### config.mk
export PLATFORM = sky130hd
export DESIGN_NAME = mcsel_top
export DESIGN_NICKNAME = d
export VERILOG_FILES = /design/src/rtl/mcsel_pkg.sv /design/src/rtl/mcsel_top.sv
export SDC_FILE = /design/constraint.sdc
export NUM_CORES = 1
export LEC_CHECK = 0
export BUFFER_PORTS_ARGS = -buffer_cell sky130_fd_sc_hd__buf_4
export CORE_ASPECT_RATIO = 0.8
export CORE_MARGIN = 2
export CORE_UTILIZATION = 46
export CTS_BUF_LIST = sky130_fd_sc_hd__clkbuf_2
export DETAILED_ROUTE_END_ITERATION = 10
export PLACE_DENSITY = 0.73
export SYNTH_ARGS = -nofsm -noshare
export SYNTH_HDL_FRONTEND = slang
export SYNTH_SLANG_ARGS = --single-unit
export TNS_END_PERCENT = 5
### constraint.sdc
create_clock -name clk -period 5.1 [get_ports clk]
set_input_delay 0.51 -clock clk [delete_from_list [all_inputs] [get_ports clk]]
set_output_delay 0.51 -clock clk [all_outputs]
set_load 0.005 [all_outputs]
### src/rtl/mcsel_pkg.sv
// Constants for the modulator carrier select block.
// Assumes a 32-bit classic Wishbone register bus.
package mcsel_pkg;
  // ----------------------------------------
  // Register map
  // ----------------------------------------
  localparam logic [7:0] MCSEL_CARRIER_CTRL_ADDR = 8'h00;
  localparam logic [7:0] MCSEL_DATA_CTRL_ADDR = 8'h04;
  localparam logic [7:0] MCSEL_STATUS_ADDR = 8'h08;
  // ----------------------------------------
  // Carrier control fields
  // ----------------------------------------
  localparam int MCSEL_HI_DIS_BIT = 15;
  localparam int MCSEL_HI_INV_BIT = 14;
  localparam int MCSEL_HI_SYNC_BIT = 13;
  localparam int MCSEL_HI_SRC_LSB = 8;
  localparam int MCSEL_LO_DIS_BIT = 7;
  localparam int MCSEL_LO_INV_BIT = 6;
  localparam int MCSEL_LO_SYNC_BIT = 5;
  localparam int MCSEL_LO_SRC_LSB = 0;
  localparam logic [15:0] MCSEL_CTRL_MASK = 16'hEFEF;
  localparam logic [15:0] MCSEL_CTRL_RESET = 16'h0000;
  // ----------------------------------------
  // Data control fields
  // ----------------------------------------
  localparam int MCSEL_DATA_SW_BIT = 0;
  localparam int MCSEL_DATA_SEL_BIT = 1;
  localparam logic [1:0] MCSEL_DATA_RESET = 2'h0;
  // ----------------------------------------
  // Carrier source codes
  // ----------------------------------------
  localparam logic [3:0] MCSEL_SRC_GROUND = 4'h0;
  localparam logic [3:0] MCSEL_SRC_PIN_ONE = 4'h1;
  localparam logic [3:0] MCSEL_SRC_PIN_TWO = 4'h2;
  localparam logic [3:0] MCSEL_SRC_REFCLK = 4'h3;
  localparam logic [3:0] MCSEL_SRC_PWM_FIRST = 4'h4;
  localparam logic [3:0] MCSEL_SRC_PWM_LAST = 4'hA;
  localparam int MCSEL_PWM_COUNT = 7;
  // ----------------------------------------
  // Output stage states
  // ----------------------------------------
  typedef enum logic [1:0] {
    MCSEL_ON_LOW = 2'b00,
    MCSEL_ON_HIGH = 2'b01,
    MCSEL_WAIT_HI_FALL = 2'b11,
    MCSEL_WAIT_LO_FALL = 2'b10
  } mcsel_state_t;
endpackage

### src/rtl/mcsel_top.sv
// Modulator carrier selection, conditioning and output switching.
// Assumes carrier sources and modulation data may be asynchronous pins.
// What this block does
// - High carrier disable bit set turns off high carrier pin drive.
// - High carrier invert bit set inverts the selected high carrier.
// - High sync bit waits for high carrier falling edge before switching.
// - High source code: ground, pin one, pin two, refclk, PWM 1-7.
// - Low carrier disable bit set turns off low carrier pin drive.
// - Low carrier invert bit set inverts the selected low carrier.
// - Low sync bit waits for low carrier falling edge before switching.
// - Low source field in bits 3-0 uses the same encoding.
// - Bits 12 and 4 hold nothing and read as zero.
//
// Local design decisions: the address map and the Wishbone register port.
`timescale 1ns/1ps
module mcsel_top
  import mcsel_pkg::*;
(
  // Clock and reset
  input wire logic clk,
  input wire logic reset_n,
  // Wishbone slave
  input wire logic wb_cyc_i,
  input wire logic wb_stb_i,
  input wire logic wb_we_i,
  input wire logic [7:0] wb_adr_i,
  input wire logic [3:0] wb_sel_i,
  input wire logic [31:0] wb_dat_i,
  output logic [31:0] wb_dat_o,
  output logic wb_ack_o,
  // Carrier sources
  input wire logic carrier_input_pin_one,
  input wire logic carrier_input_pin_two,
  input wire logic reference_clock_output,
  input wire logic [MCSEL_PWM_COUNT-1:0] pwm_outputs,
  // Modulation data
  input wire logic modulation_data,
  // Modulator outputs
  output logic modulator_out,
  output logic high_carrier_pin_en,
  output logic low_carrier_pin_en
);
  // ----------------------------------------
  // Input synchronisers
  // ----------------------------------------
  localparam int NSYNC = MCSEL_PWM_COUNT + 4;
  logic [NSYNC-1:0] sync1_reg;
  logic [NSYNC-1:0] sync2_reg;
  always_ff @(posedge clk or negedge reset_n) begin
    if (!reset_n) begin
      sync1_reg <= '0;
      sync2_reg <= '0;
    end else begin
      sync1_reg <= {modulation_data, pwm_outputs, reference_clock_output,
                    carrier_input_pin_two, carrier_input_pin_one};
      sync2_reg <= sync1_reg;
    end
  end

  // ----------------------------------------
  // Registers
  // ----------------------------------------
  logic [15:0] ctrl_reg;
  logic [1:0] data_ctrl_reg;
  logic wb_req;
  logic wr_ctrl;
  logic wr_data;
  assign wb_req = wb_cyc_i && wb_stb_i && !wb_ack_o;
  assign wr_ctrl = wb_req && wb_we_i && (wb_adr_i == MCSEL_CARRIER_CTRL_ADDR);
  assign wr_data = wb_req && wb_we_i && (wb_adr_i == MCSEL_DATA_CTRL_ADDR);

  always_ff @(posedge clk or negedge reset_n) begin
    if (!reset_n) begin
      ctrl_reg <= MCSEL_CTRL_RESET;
    end else if (wr_ctrl) begin
      if (wb_sel_i[0]) begin
        ctrl_reg[7:0] <= wb_dat_i[7:0] & MCSEL_CTRL_MASK[7:0];
      end
      if (wb_sel_i[1]) begin
        ctrl_reg[15:8] <= wb_dat_i[15:8] & MCSEL_CTRL_MASK[15:8];
      end
    end
  end

  always_ff @(posedge clk or negedge reset_n) begin
    if (!reset_n) begin
      data_ctrl_reg <= MCSEL_DATA_RESET;
    end else if (wr_data && wb_sel_i[0]) begin
      data_ctrl_reg <= wb_dat_i[1:0];
    end
  end

  // ----------------------------------------
  // Carrier selection
  // ----------------------------------------
  function automatic logic pick_src(input logic [3:0] code, input logic [NSYNC-1:0] s);
    logic r;
    r = 1'b0;
    case (code)
      MCSEL_SRC_GROUND: r = 1'b0;
      MCSEL_SRC_PIN_ONE: r = s[0];
      MCSEL_SRC_PIN_TWO: r = s[1];
      MCSEL_SRC_REFCLK: r = s[2];
      default: begin
        if (code >= MCSEL_SRC_PWM_FIRST && code <= MCSEL_SRC_PWM_LAST) begin
          r = s[3 + 32'(code - MCSEL_SRC_PWM_FIRST)];
        end else begin
          r = 1'b0;
        end
      end
    endcase
    return r;
  endfunction

  logic hi_carrier;
  logic lo_carrier;
  logic data_now;
  assign hi_carrier = pick_src(ctrl_reg[MCSEL_HI_SRC_LSB +: 4], sync2_reg)
                      ^ ctrl_reg[MCSEL_HI_INV_BIT];
  assign lo_carrier = pick_src(ctrl_reg[MCSEL_LO_SRC_LSB +: 4], sync2_reg)
                      ^ ctrl_reg[MCSEL_LO_INV_BIT];
  assign data_now = data_ctrl_reg[MCSEL_DATA_SEL_BIT] ? data_ctrl_reg[MCSEL_DATA_SW_BIT]
                                                        : sync2_reg[NSYNC-1];

  // ----------------------------------------
  // Falling edge detect
  // ----------------------------------------
  logic hi_prev_reg;
  logic lo_prev_reg;
  always_ff @(posedge clk or negedge reset_n) begin
    if (!reset_n) begin
      hi_prev_reg <= 1'b0;
      lo_prev_reg <= 1'b0;
    end else begin
      hi_prev_reg <= hi_carrier;
      lo_prev_reg <= lo_carrier;
    end
  end
  logic hi_fall;
  logic lo_fall;
  assign hi_fall = hi_prev_reg && !hi_carrier;
  assign lo_fall = lo_prev_reg && !lo_carrier;

  // ----------------------------------------
  // Carrier switching
  // ----------------------------------------
  mcsel_state_t state_reg;
  mcsel_state_t state_next;
  always_comb begin
    state_next = state_reg;
    case (state_reg)
      MCSEL_ON_LOW: begin
        if (data_now) begin
          if (ctrl_reg[MCSEL_LO_SYNC_BIT] && !lo_fall) begin
            state_next = MCSEL_WAIT_LO_FALL;
          end else begin
            state_next = MCSEL_ON_HIGH;
          end
        end
      end
      MCSEL_ON_HIGH: begin
        if (!data_now) begin
          if (ctrl_reg[MCSEL_HI_SYNC_BIT] && !hi_fall) begin
            state_next = MCSEL_WAIT_HI_FALL;
          end else begin
            state_next = MCSEL_ON_LOW;
          end
        end
      end
      MCSEL_WAIT_HI_FALL: begin
        if (data_now) begin
          state_next = MCSEL_ON_HIGH;
        end else if (hi_fall || !ctrl_reg[MCSEL_HI_SYNC_BIT]) begin
          state_next = MCSEL_ON_LOW;
        end
      end
      MCSEL_WAIT_LO_FALL: begin
        if (!data_now) begin
          state_next = MCSEL_ON_LOW;
        end else if (lo_fall || !ctrl_reg[MCSEL_LO_SYNC_BIT]) begin
          state_next = MCSEL_ON_HIGH;
        end
      end
      default: state_next = MCSEL_ON_LOW;
    endcase
  end

  always_ff @(posedge clk or negedge reset_n) begin
    if (!reset_n) begin
      state_reg <= MCSEL_ON_LOW;
    end else begin
      state_reg <= state_next;
    end
  end

  // ----------------------------------------
  // Outputs
  // ----------------------------------------
  logic use_high;
  assign use_high = (state_next == MCSEL_ON_HIGH) || (state_next == MCSEL_WAIT_HI_FALL);
  always_ff @(posedge clk or negedge reset_n) begin
    if (!reset_n) begin
      modulator_out <= 1'b0;
      high_carrier_pin_en <= 1'b0;
      low_carrier_pin_en <= 1'b0;
    end else begin
      modulator_out <= use_high ? hi_carrier : lo_carrier;
      high_carrier_pin_en <= !ctrl_reg[MCSEL_HI_DIS_BIT];
      low_carrier_pin_en <= !ctrl_reg[MCSEL_LO_DIS_BIT];
    end
  end

  // ----------------------------------------
  // Bus answer
  // ----------------------------------------
  always_ff @(posedge clk or negedge reset_n) begin
    if (!reset_n) begin
      wb_ack_o <= 1'b0;
      wb_dat_o <= 32'h0000_0000;
    end else begin
      wb_ack_o <= wb_req;
      if (wb_req && !wb_we_i) begin
        case (wb_adr_i)
          MCSEL_CARRIER_CTRL_ADDR: wb_dat_o <= {16'h0000, ctrl_reg};
          MCSEL_DATA_CTRL_ADDR: wb_dat_o <= {30'h0000_0000, data_ctrl_reg};
          MCSEL_STATUS_ADDR: wb_dat_o <= {29'h0000_0000, use_high, state_reg};
          default: wb_dat_o <= 32'h0000_0000;
        endcase
      end
    end
  end
endmodule

# Word-level counts from Yosys, hierarchy flattened
# Cells that the tools add are included.
# Widths: inputs -> output; s select.
totals:
  regBits: 78
  inputBits: 60
classes:
  n_addsub: 4
  order_cmp: 6
  n_eq_ne: 13
  n_mux: 20
  n_bitwise: 2
  n_reduce_logical: 32
op_table:
  columns: ["operator", "n"]
  rows:
  - ["$lt 32x5->1 const B", 2]
  - ["$pmux 16 s3", 1]
  - ["$eq 4x2->1 const B", 4]
  - ["$mux 2", 8]
  - ["$logic_and 1x1->1", 13]
  - ["$add 3x5->6 const A", 2]
  - ["$logic_not 1->1", 10]
  - ["$sub 4x3->5 const B", 2]
  - ["$bmux 1 s4", 2]
  - ["$eq 4x1->1 const B", 2]
  - ["$eq 8x3->1 const B", 1]
  - ["$eq 8x4->1 const B", 1]
  - ["$ge 4x3->1 const B", 2]
  - ["$le 4x4->1 const B", 2]
  - ["$logic_not 4->1", 2]
  - ["$logic_not 8->1", 1]
  - ["$pmux 1 s4", 2]
  - ["$pmux 2 s4", 1]
  - ["$eq 2x2->1 const B", 3]
  - ["$mux 1", 6]
  - ["$eq 2x1->1 const B", 2]
  - ["$reduce_and 2->1", 2]
  - ["$logic_or 1x1->1", 3]
  - ["$logic_not 2->1", 1]
  - ["$xor 1x1->1", 2]

# Longest topological paths before layout
# Gate-level depths: netlist of the first run.
logic_depth:
  word_depth: 17
  depth_mapped: 11
  ltp_nobuf: 9

# Least setup slack after synthesis of the first run
# OpenSTA, ideal clock, no wires.
synth_path:
  path_kind: "reg-to-reg"
  from: "register ctrl_reg[0]"
  to: "register modulator_out"
  arrival_ns: 2.611
  required_ns: 4.975
  slack_ns: 2.364
  stages_incl_launch_ff: 12
  path_buffers: 2
  path_cell_list: "dfrtp_1 > buf_6 > inv_1 > ha_1 > buf_6 > mux4_2 > o22ai_1 > nand2_1 > a41oi_1 > a2111oi_4 > a211oi_4 > mux2_4"
synth_between:
  elab_chain_cells: 17
  elab_cells_between_ends: 28
  cone_classes: "2 x add/sub; 2 x order compare; 5 x eq/ne; 10 x mux; 1 x bitwise; 8 x reduce/logical"
synth_rtl:
  columns: ["element", "line", "rtl"]
  rows:
  - ["start: declaration", "mcsel_top.sv:63", "logic [15:0] ctrl_reg;"]
  - ["start signal: assignment", "mcsel_top.sv:77", "ctrl_reg[7:0] <= wb_dat_i[7:0] & MCSEL_CTRL_MASK[7:0];"]
  - ["$sub 4x3->5", "mcsel_top.sv:106", "r = s[3 + 32'(code - MCSEL_SRC_PWM_FIRST)];"]
  - ["$add 3x5->6", "mcsel_top.sv:106", null]
  - ["$bmux 1 s4", "mcsel_top.sv:106", null]
  - ["$mux 1 (implied by the code)", "mcsel_top.sv:106", null]
  - ["$mux 1", "mcsel_top.sv:105", "if (code >= MCSEL_SRC_PWM_FIRST && code <= MCSEL_SRC_PWM_LAST) begin"]
  - ["$pmux 1 s4 (*)", "mcsel_top.sv:99", "case (code)"]
  - ["$xor 1x1->1 (*)", "mcsel_top.sv:121", "^ ctrl_reg[MCSEL_LO_INV_BIT];"]
  - ["$logic_not 1->1 (*)", "mcsel_top.sv:142", "assign lo_fall = lo_prev_reg && !lo_carrier;"]
  - ["[... 2 more ...]", null, null]
  - ["$logic_and 1x1->1", "mcsel_top.sv:154", "if (ctrl_reg[MCSEL_LO_SYNC_BIT] && !lo_fall) begin"]
  - ["$mux 2", "mcsel_top.sv:154", null]
  - ["$mux 2", "mcsel_top.sv:153", "if (data_now) begin"]
  - ["$pmux 2 s4 (*)", "mcsel_top.sv:151", "case (state_reg)"]
  - ["named net state_next[0]", "mcsel_top.sv:148", "mcsel_state_t state_next;"]
  - ["$eq 2x1->1 or $eq 2x2->1 (tied branches)", "mcsel_top.sv:200", "assign use_high = (state_next == MCSEL_ON_HIGH) || (state_next == MCSEL_WAIT_HI_FALL);"]
  - ["$logic_or 1x1->1 (*)", "mcsel_top.sv:200", null]
  - ["$mux 1 (*)", "mcsel_top.sv:207", "modulator_out <= use_high ? hi_carrier : lo_carrier;"]
  - ["end signal: assignment", "mcsel_top.sv:207", null]
  - ["end: declaration", "mcsel_top.sv:39", "output logic modulator_out,"]
# The timed path passes the listed nets; every way through them passes the cells marked *. The select of a mux whose other input is x is not followed.
# A chain may end at the register's enable or synchronous reset.

# Final worst setup path of the first run
# Ends and elaborated chain as after synthesis.

==> results of run 1 <==
[cell usage after synthesis (all sizes together), types with 4 or more instances]
cell type / count
dfrtp: 60
nand2: 37
buf: 20
ha: 16
o21ai: 16
inv: 15
nor2: 12
a21oi: 11
o31ai: 9
mux2i: 8
nand3: 8
clkbuf: 6
mux2: 6
mux4: 6
nand2b: 5
o22ai: 4
[layout make-up]
class                   count  area (um^2)  area share (%)
multi-input cells         193         1400            39.0
repair buffers             57          428            12.0
inverters                  16         60.1            1.68
well taps                  84          105            2.94
clock inverters             7         43.8            1.22
clock buffers               9         45.0            1.26
flip-flops and latches     60         1500            42.0
[through the flow]
step	worst slack [ns]	std cells	hold WS (ns)
after CTS	1.97	426	0.0535
after global routing	1.77	426	0.0351
after detailed placement	2.01	410	0.338
after global placement	2.00	410	0.332
after floorplan	2.36	295	0.214
final	1.95	426	0.0521
[worst max-delay path, delay by kind of cell, from the launching register on]
kind	cells	cell delay [ns]
simple gates	1	0.12
mux	2	0.86
buf+inv	1	0.25
flops	1	0.57
compound gates	4	0.87
fa+ha+maj	1	0.38
[cells by family after synthesis]
kind of cell             Yosys count
AO/OA/AOI/OAI                     56
XOR/XNOR                           3
adder cells (fa/ha/maj)           16
buffers and inverters             42
flip-flops                        60
multiplexers                      20
other                              1
AND/OR/NAND/NOR                   80
[layout by cell type (no fill, tap or decap), types with 2 or more instances in the layout]
master,instances
clkbuf_2,9
mux2_2,5
a21oi_1,10
o22ai_1,3
ha_1,16
mux4_2,6
nand2_1,37
inv_1,15
mux2i_1,8
nor2_1,11
o31ai_1,9
clkinv_1,3
nand2b_1,5
buf_4,57
o221ai_1,2
or4b_2,2
dfrtp_1,60
or3_1,2
nand3_1,8
a21o_1,2
xnor2_1,2
clkinvlp_4,3
or4_1,2
o21ai_0,15
a222oi_1,2
conb_1,18
[worst min-delay path by stage]
stage / start / to / slack (ns) / cells past startpoint
floorplan: reset_n / ctrl_reg[0]$_DFFE_PN0P_ / 0.21 / 0
global placement: sync1_reg[10]$_DFF_PN0_ / sync2_reg[10]$_DFF_PN0_ / 0.33 / 0
detailed placement: sync1_reg[0]$_DFF_PN0_ / sync2_reg[0]$_DFF_PN0_ / 0.34 / 0
CTS: reset_n / sync2_reg[3]$_DFF_PN0_ / 0.05 / 1
global route: carrier_input_pin_one / sync1_reg[0]$_DFF_PN0_ / 0.04 / 1
finish: reset_n / wb_dat_o[0]$_DFFE_PN0P_ / 0.05 / 1
[routing by layer]
layer / part of all wire (%) / vias up
met5: 0 / -
met4: 0.37 / 0
met3: 7.2 / 4
met2: 46 / 75
met1: 46 / 1022
li1: - / 1070
[power by group]
part	total, uW	leakage (uW)	internal, uW	switching (uW)
sequential	501	0.000723	491	10.7
combinational	74.6	0.000950	39.2	35.4
clock	232	0.0000490	60.1	172
total	808	0.00172	590	218
==> flow_summary.yaml, run 1 <==
power_and_ir_drop:
  total_power_uw: 808
  ir_worst_vdd_v: 0.000153
  power_leakage_uw: 0.00172
  p_per_area_nw_per_um2: 226
place:
  numPortBuffers: 57
  routabilityCongestion: 0.860
  place_area_um2: 3490
  dp_hpwl_mm: 4.48
drt:
  via_per_inst: 5.10
  routed_wl_mm: 5.93
  wire_per_inst_um: 13.9
  drc: 0
  num_vias: 2171
  ant_nets: 0
  drt-initial-drc-count: 113
  dr.pass1.iters: 4
timing:
  fin_crit_ns: 3.15
  fin_crit_sh_pct: 61.7
  setup_violations: 0
  timing.final.max_slew_violations: 0
  maxSlewHeadroom_pct: 42.6
  max_freq_mhz: 318
  tightest_slew_ns: 0.858
  skew_ns: 0.0158
  hold_viol: 0
  fin_tns_setup_ns: 0
  rsz0062_at_grt: "no"
worst_setup_path:
  end_kind: "flip-flop"
  crit_end: "modulator_out$_DFF_PN0_"
  worst_path_max_delay_cell: "dfrtp_1"
  reg2reg_from: "ctrl_reg[0]$_DFFE_PN0P_"
  path_max_fanout: 12
  crit_arrival_ns: 3.53
  cp-start-kind: "flip-flop"
  critical_path_class: "flip-flop to flip-flop"
  rrSetupSlack_ns: 1.95
  crit_start: "ctrl_reg[0]$_DFFE_PN0P_"
  max_stage_delay_ns: 0.57
  crit_required_ns: 5.48
  reg2reg_depth: 9
  crit_path_cell_trace: "inv_1, ha_1, mux4_2, o22ai_1, nand2_1, a41oi_1, a2111oi_4, a211oi_4, mux2_4"
  reg2reg_to: "modulator_out$_DFF_PN0_"
clock_network:
  cts_setup_buffers: 0
  clockBufferDepth: 2
  clk_latency_ns: 0.48
  clkSlewWorstSetupHoldPaths_ns: 0.16
  cts_sinks: 60
  ctsHtreeMaxLevel: 3
  cts-root-buf: "clkbuf_2"
  cts_inserted_buffers: 9
  cts_hold_buf: 0
  cts_tree: "built"
  cts_resized: 0
synthesis:
  dominantRegCellSynth: "dfrtp_1"
  seq_area_frac_synth_pct: 48.9
  ys_seq_elements: 60
  yosysUniqueCellTypes: 54
  yosys_warnings: 0
  synth_top_cell_by_area: "dfrtp_1"
  synthAdderAreaFrac_pct: 6.51
  yosys-top-cells-area: "dfrtp_1 (49%), ha_1 (6.5%), nand2_1 (4.5%)"
  yosys.area_share.simple_pct: 12.9
  synthArstFlopShare_pct: 100
  synth_compound_area_share_pct: 13.6
  yosys.area.top_type_share_pct: 48.9
  syn_area_per_cell_um2: 11.1
  netlist_area_um2: 3070
  synth_edf_count: 0
  syn_inst: 278
  synth_top_family_by_area: "compound AO/OA/AOI/OAI gates"
  synthMuxAreaShare_pct: 9.32
  synth_xor_xnor_area_share_pct: 0.855
global_routing:
  grtUsageMet2_pct: 26.2
  grt_pass1_vias: 2003
  grt_start_max_net_pins: 61
  grt_first_pass_wirelength_mm: 9.68
  grt_util_met3_pct: 7.17
  grt_antenna_before_repair: 0
  grt_busiest_layer: "met2"
  grt_util_all_layers_pct: 17.3
  grt_util_met1_pct: 23.7
  grt-ovfl-total: 0
worst_hold_path:
  holdCritPathClass: "input port to asynchronous set/reset pin"
floorplan:
  ios: 96
  chipWidth_um: 95.4
  chipHeight_um: 77.1
  start_util_pct: 47.7
  num_rows: 26
  die_area_um2: 7350
  core_area_um2: 6440
cells_and_area:
  fillers: 605
  finalInstanceArea_um2: 3580
  post-route-util_pct: 55.6
  drive_above_1_share_pct: 27.8
  fin_nets: 413
  num_antenna_cells: 0
  area_growth_pct: 16.4
job:
  cap_violations: 0
outcome:
  status: "finished, final reports clean"
(Power assumes the default switching activity.)
==> run 2, diff against run 1 <==
- ABC_AREA: default -> 1
- PLACE_DENSITY: 0.73 -> 0.74
- clock period: 5.1 -> 3 ns (I/O delays scaled with it)
==> run 2 against run 1 <==
Net effect:
- clock power rose by 110%
- fmax increased by 30%
- worst hold slack improved by 0.0029 ns
- combinational power increased by 130%
==> flow_summary.yaml, run 2 <==
outcome:
  status: "finished, final reports clean"
floorplan:
  chipWidth_um: 93.5
  num_rows: 26
  ios: 96
  chipHeight_um: 75.6
  core_area_um2: 6280
  start_util_pct: 46.9
  die_area_um2: 7070
timing:
  skew_ns: 0.0215
  timing.final.max_slew_violations: 0
  rsz0062_at_grt: "no"
  hold_viol: 0
  timing.final.ws_setup_ns: 0.576
  fin_crit_sh_pct: 80.8
  max_freq_mhz: 412
  fin_tns_setup_ns: 0
  setup_violations: 0
  fin_crit_ns: 2.42
  tightest_slew_ns: 0.869
  maxSlewHeadroom_pct: 41.5
worst_setup_path:
  crit_arrival_ns: 2.82
  crit_family: "simple AND/OR/NAND/NOR gates"
  max_stage_delay_ns: 0.54
  path_common_cell: "nand2_1"
  end_kind: "flip-flop"
  worst_path_max_delay_cell: "dfrtp_1"
  crit_path_cell_trace: "inv_1, ha_1, inv_1, nand2_1, nand3_1, nor2_1, nor2_1, nor2_1, nand2_1, nand2_1, nand2_1, nand3_1, nand2_1, a21oi_1, nand2_1, nand2_1, inv_2, nand2_1, nand2_1"
  crit_required_ns: 3.40
  cp-start-kind: "flip-flop"
  critical_path_class: "flip-flop to flip-flop"
  path_buf_inv: 3
  path_max_fanout: 8
cells_and_area:
  multiInputGateArea_um2: 1220
  register_area_um2: 1500
  fin_nets: 501
  fillers: 557
  drive_above_1_share_pct: 18.4
  final_common_cell: "nand2_1"
  num_antenna_cells: 0
  area_growth_pct: 23.0
  layout_common_cells: "nand2_1 (109), dfrtp_1 (60), buf_4 (58)"
drt:
  num_vias: 2395
  dr.pass1.iters: 4
  routed_wl_mm: 6.07
  drc: 0
  ant_nets: 0
  wire_per_inst_um: 11.8
  via_per_inst: 4.66
  drt-initial-drc-count: 139
synthesis:
  synth_edf_count: 0
  synth_top_cell_by_area: "dfrtp_1"
  yosys.area.top_type_share_pct: 51.0
  synthAdderAreaFrac_pct: 6.79
  synth_top_family_by_area: "simple AND/OR/NAND/NOR gates"
  netlist_area_um2: 2950
  yosys_warnings: 0
  synthMuxAreaShare_pct: 0.382
  yosys.area_share.simple_pct: 25.9
  yosysUniqueCellTypes: 25
  seq_area_frac_synth_pct: 51.0
  dominantRegCellSynth: "dfrtp_1"
  syn_inst: 349
  synthArstFlopShare_pct: 100
  ys_seq_elements: 60
  synth_xor_xnor_area_share_pct: 0
  yosys-top-cells-area: "dfrtp_1 (51%), nand2_1 (14%), ha_1 (6.8%)"
  syn_area_per_cell_um2: 8.44
  synth_compound_area_share_pct: 5.90
  synth_commonest_cells: "nand2_1 (109), dfrtp_1 (60), inv_1 (32), nand3_1 (32), nor2_1 (27)"
  synth_most_common_cell: "nand2_1"
clock_network:
  ctsHtreeMaxLevel: 3
  clkSlewWorstSetupHoldPaths_ns: 0.17
  clk_latency_ns: 0.48
  cts_sinks: 60
  cts_tree: "built"
  clockBufferDepth: 2
  cts-root-buf: "clkbuf_2"
  cts_inserted_buffers: 9
global_routing:
  grt_util_all_layers_pct: 18.7
  grt_pass1_vias: 2238
  grt_antenna_before_repair: 0
  grt-ovfl-total: 0
  grt_start_max_net_pins: 61
  grt_first_pass_wirelength_mm: 9.98
job:
  cap_violations: 0
place:
  dp_hpwl_mm: 4.26
  routabilityCongestion: 0.897
  place_ws_ns: 0.589
  numPortBuffers: 57
power_and_ir_drop:
  p_per_area_nw_per_um2: 417
  total_power_uw: 1510
  ir_worst_vdd_v: 0.000313
  power_leakage_uw: 0.00194
worst_hold_path:
  holdCritPathClass: "input port to flip-flop"
==> run 2: cell type report <==
class                      count  area share, %
clock buffer                  10           1.38
clock inverter                 6           1.52
inverter                      35           3.62
multi-input combinational    248           33.6
sequential                    60           41.4
tap                           84           2.90
timing repair buffer          71           15.6
==> run 2: per-layer routing <==
layer  GRT usage, %  share of wire, %  up-vias
met4           6.05              0.89        0
li1               -                 -     1229
met2           30.9                47       76
met1           23.5                45     1083
met5              0                 0        -
met3           6.43               6.6        7
==> run 2: through the flow <==
stage / hold slack (ns) / utilization, % / std cells / area (um^2)
2_1_floorplan: 0.00441 / - / 366 / 3010
3_3_place_gp: 0.334 / 54.0 / 485 / 3390
3_5_place_dp: 0.335 / 54.0 / 485 / 3390
4_1_cts: 0.0130 / 57.7 / 514 / 3620
5_1_grt: 0.0167 / 57.7 / 514 / 3620
6_report: 0.0550 / 57.7 / 514 / 3620
==> run 2: worst paths after layout <==
check,from,end,slack [ns],cells after the start
max,ctrl_reg[1]$_DFFE_PN0P_,modulator_out$_DFF_PN0_,0.58,19
min,wb_dat_i[13],ctrl_reg[13]$_DFFE_PN0P_,0.05,3
max reg2reg,ctrl_reg[1]$_DFFE_PN0P_,modulator_out$_DFF_PN0_,0.58,19
min reg2reg,sync1_reg[1]$_DFF_PN0_,sync2_reg[1]$_DFF_PN0_,0.37,0
max in group asynchronous,reset_n,sync2_reg[1]$_DFF_PN0_,2.08,2
min in group asynchronous,reset_n,data_ctrl_reg[1]$_DFFE_PN0P_,0.40,2
==> run 2: cells by family (layout without fill, tap and decap cells) <==
kind of cell    after synthesis  after routing
flops                        60             60
buf+inv                      58            122
compound gates               34             34
mux                           1              1
other cells                   1             18
fa+ha+maj                    16             16
simple gates                179            179
==> run 2: where the power goes <==
part           leakage (uW)  switching (uW)  internal (uW)
clock network     0.0000668             288            188
registers          0.000709            24.7            845
logic               0.00116            86.9           80.9
==> run 2: worst reg2reg max path, delay by kind of cell, from the launching register on <==
family,cells,cell delay (ns)
buf+inv,3,0.28
simple gates,14,1.00
fa+ha+maj,1,0.37
flops,1,0.54
compound gates,1,0.13
==> run 2: repair_timing <==
item                                   in CTS  in global routing
hold buffers                               13                  0
setup endpoints to repair                   0                  0
resized for setup                           0                  0
endpoints found under the hold margin      72                  0
buffers inserted                            0                  0
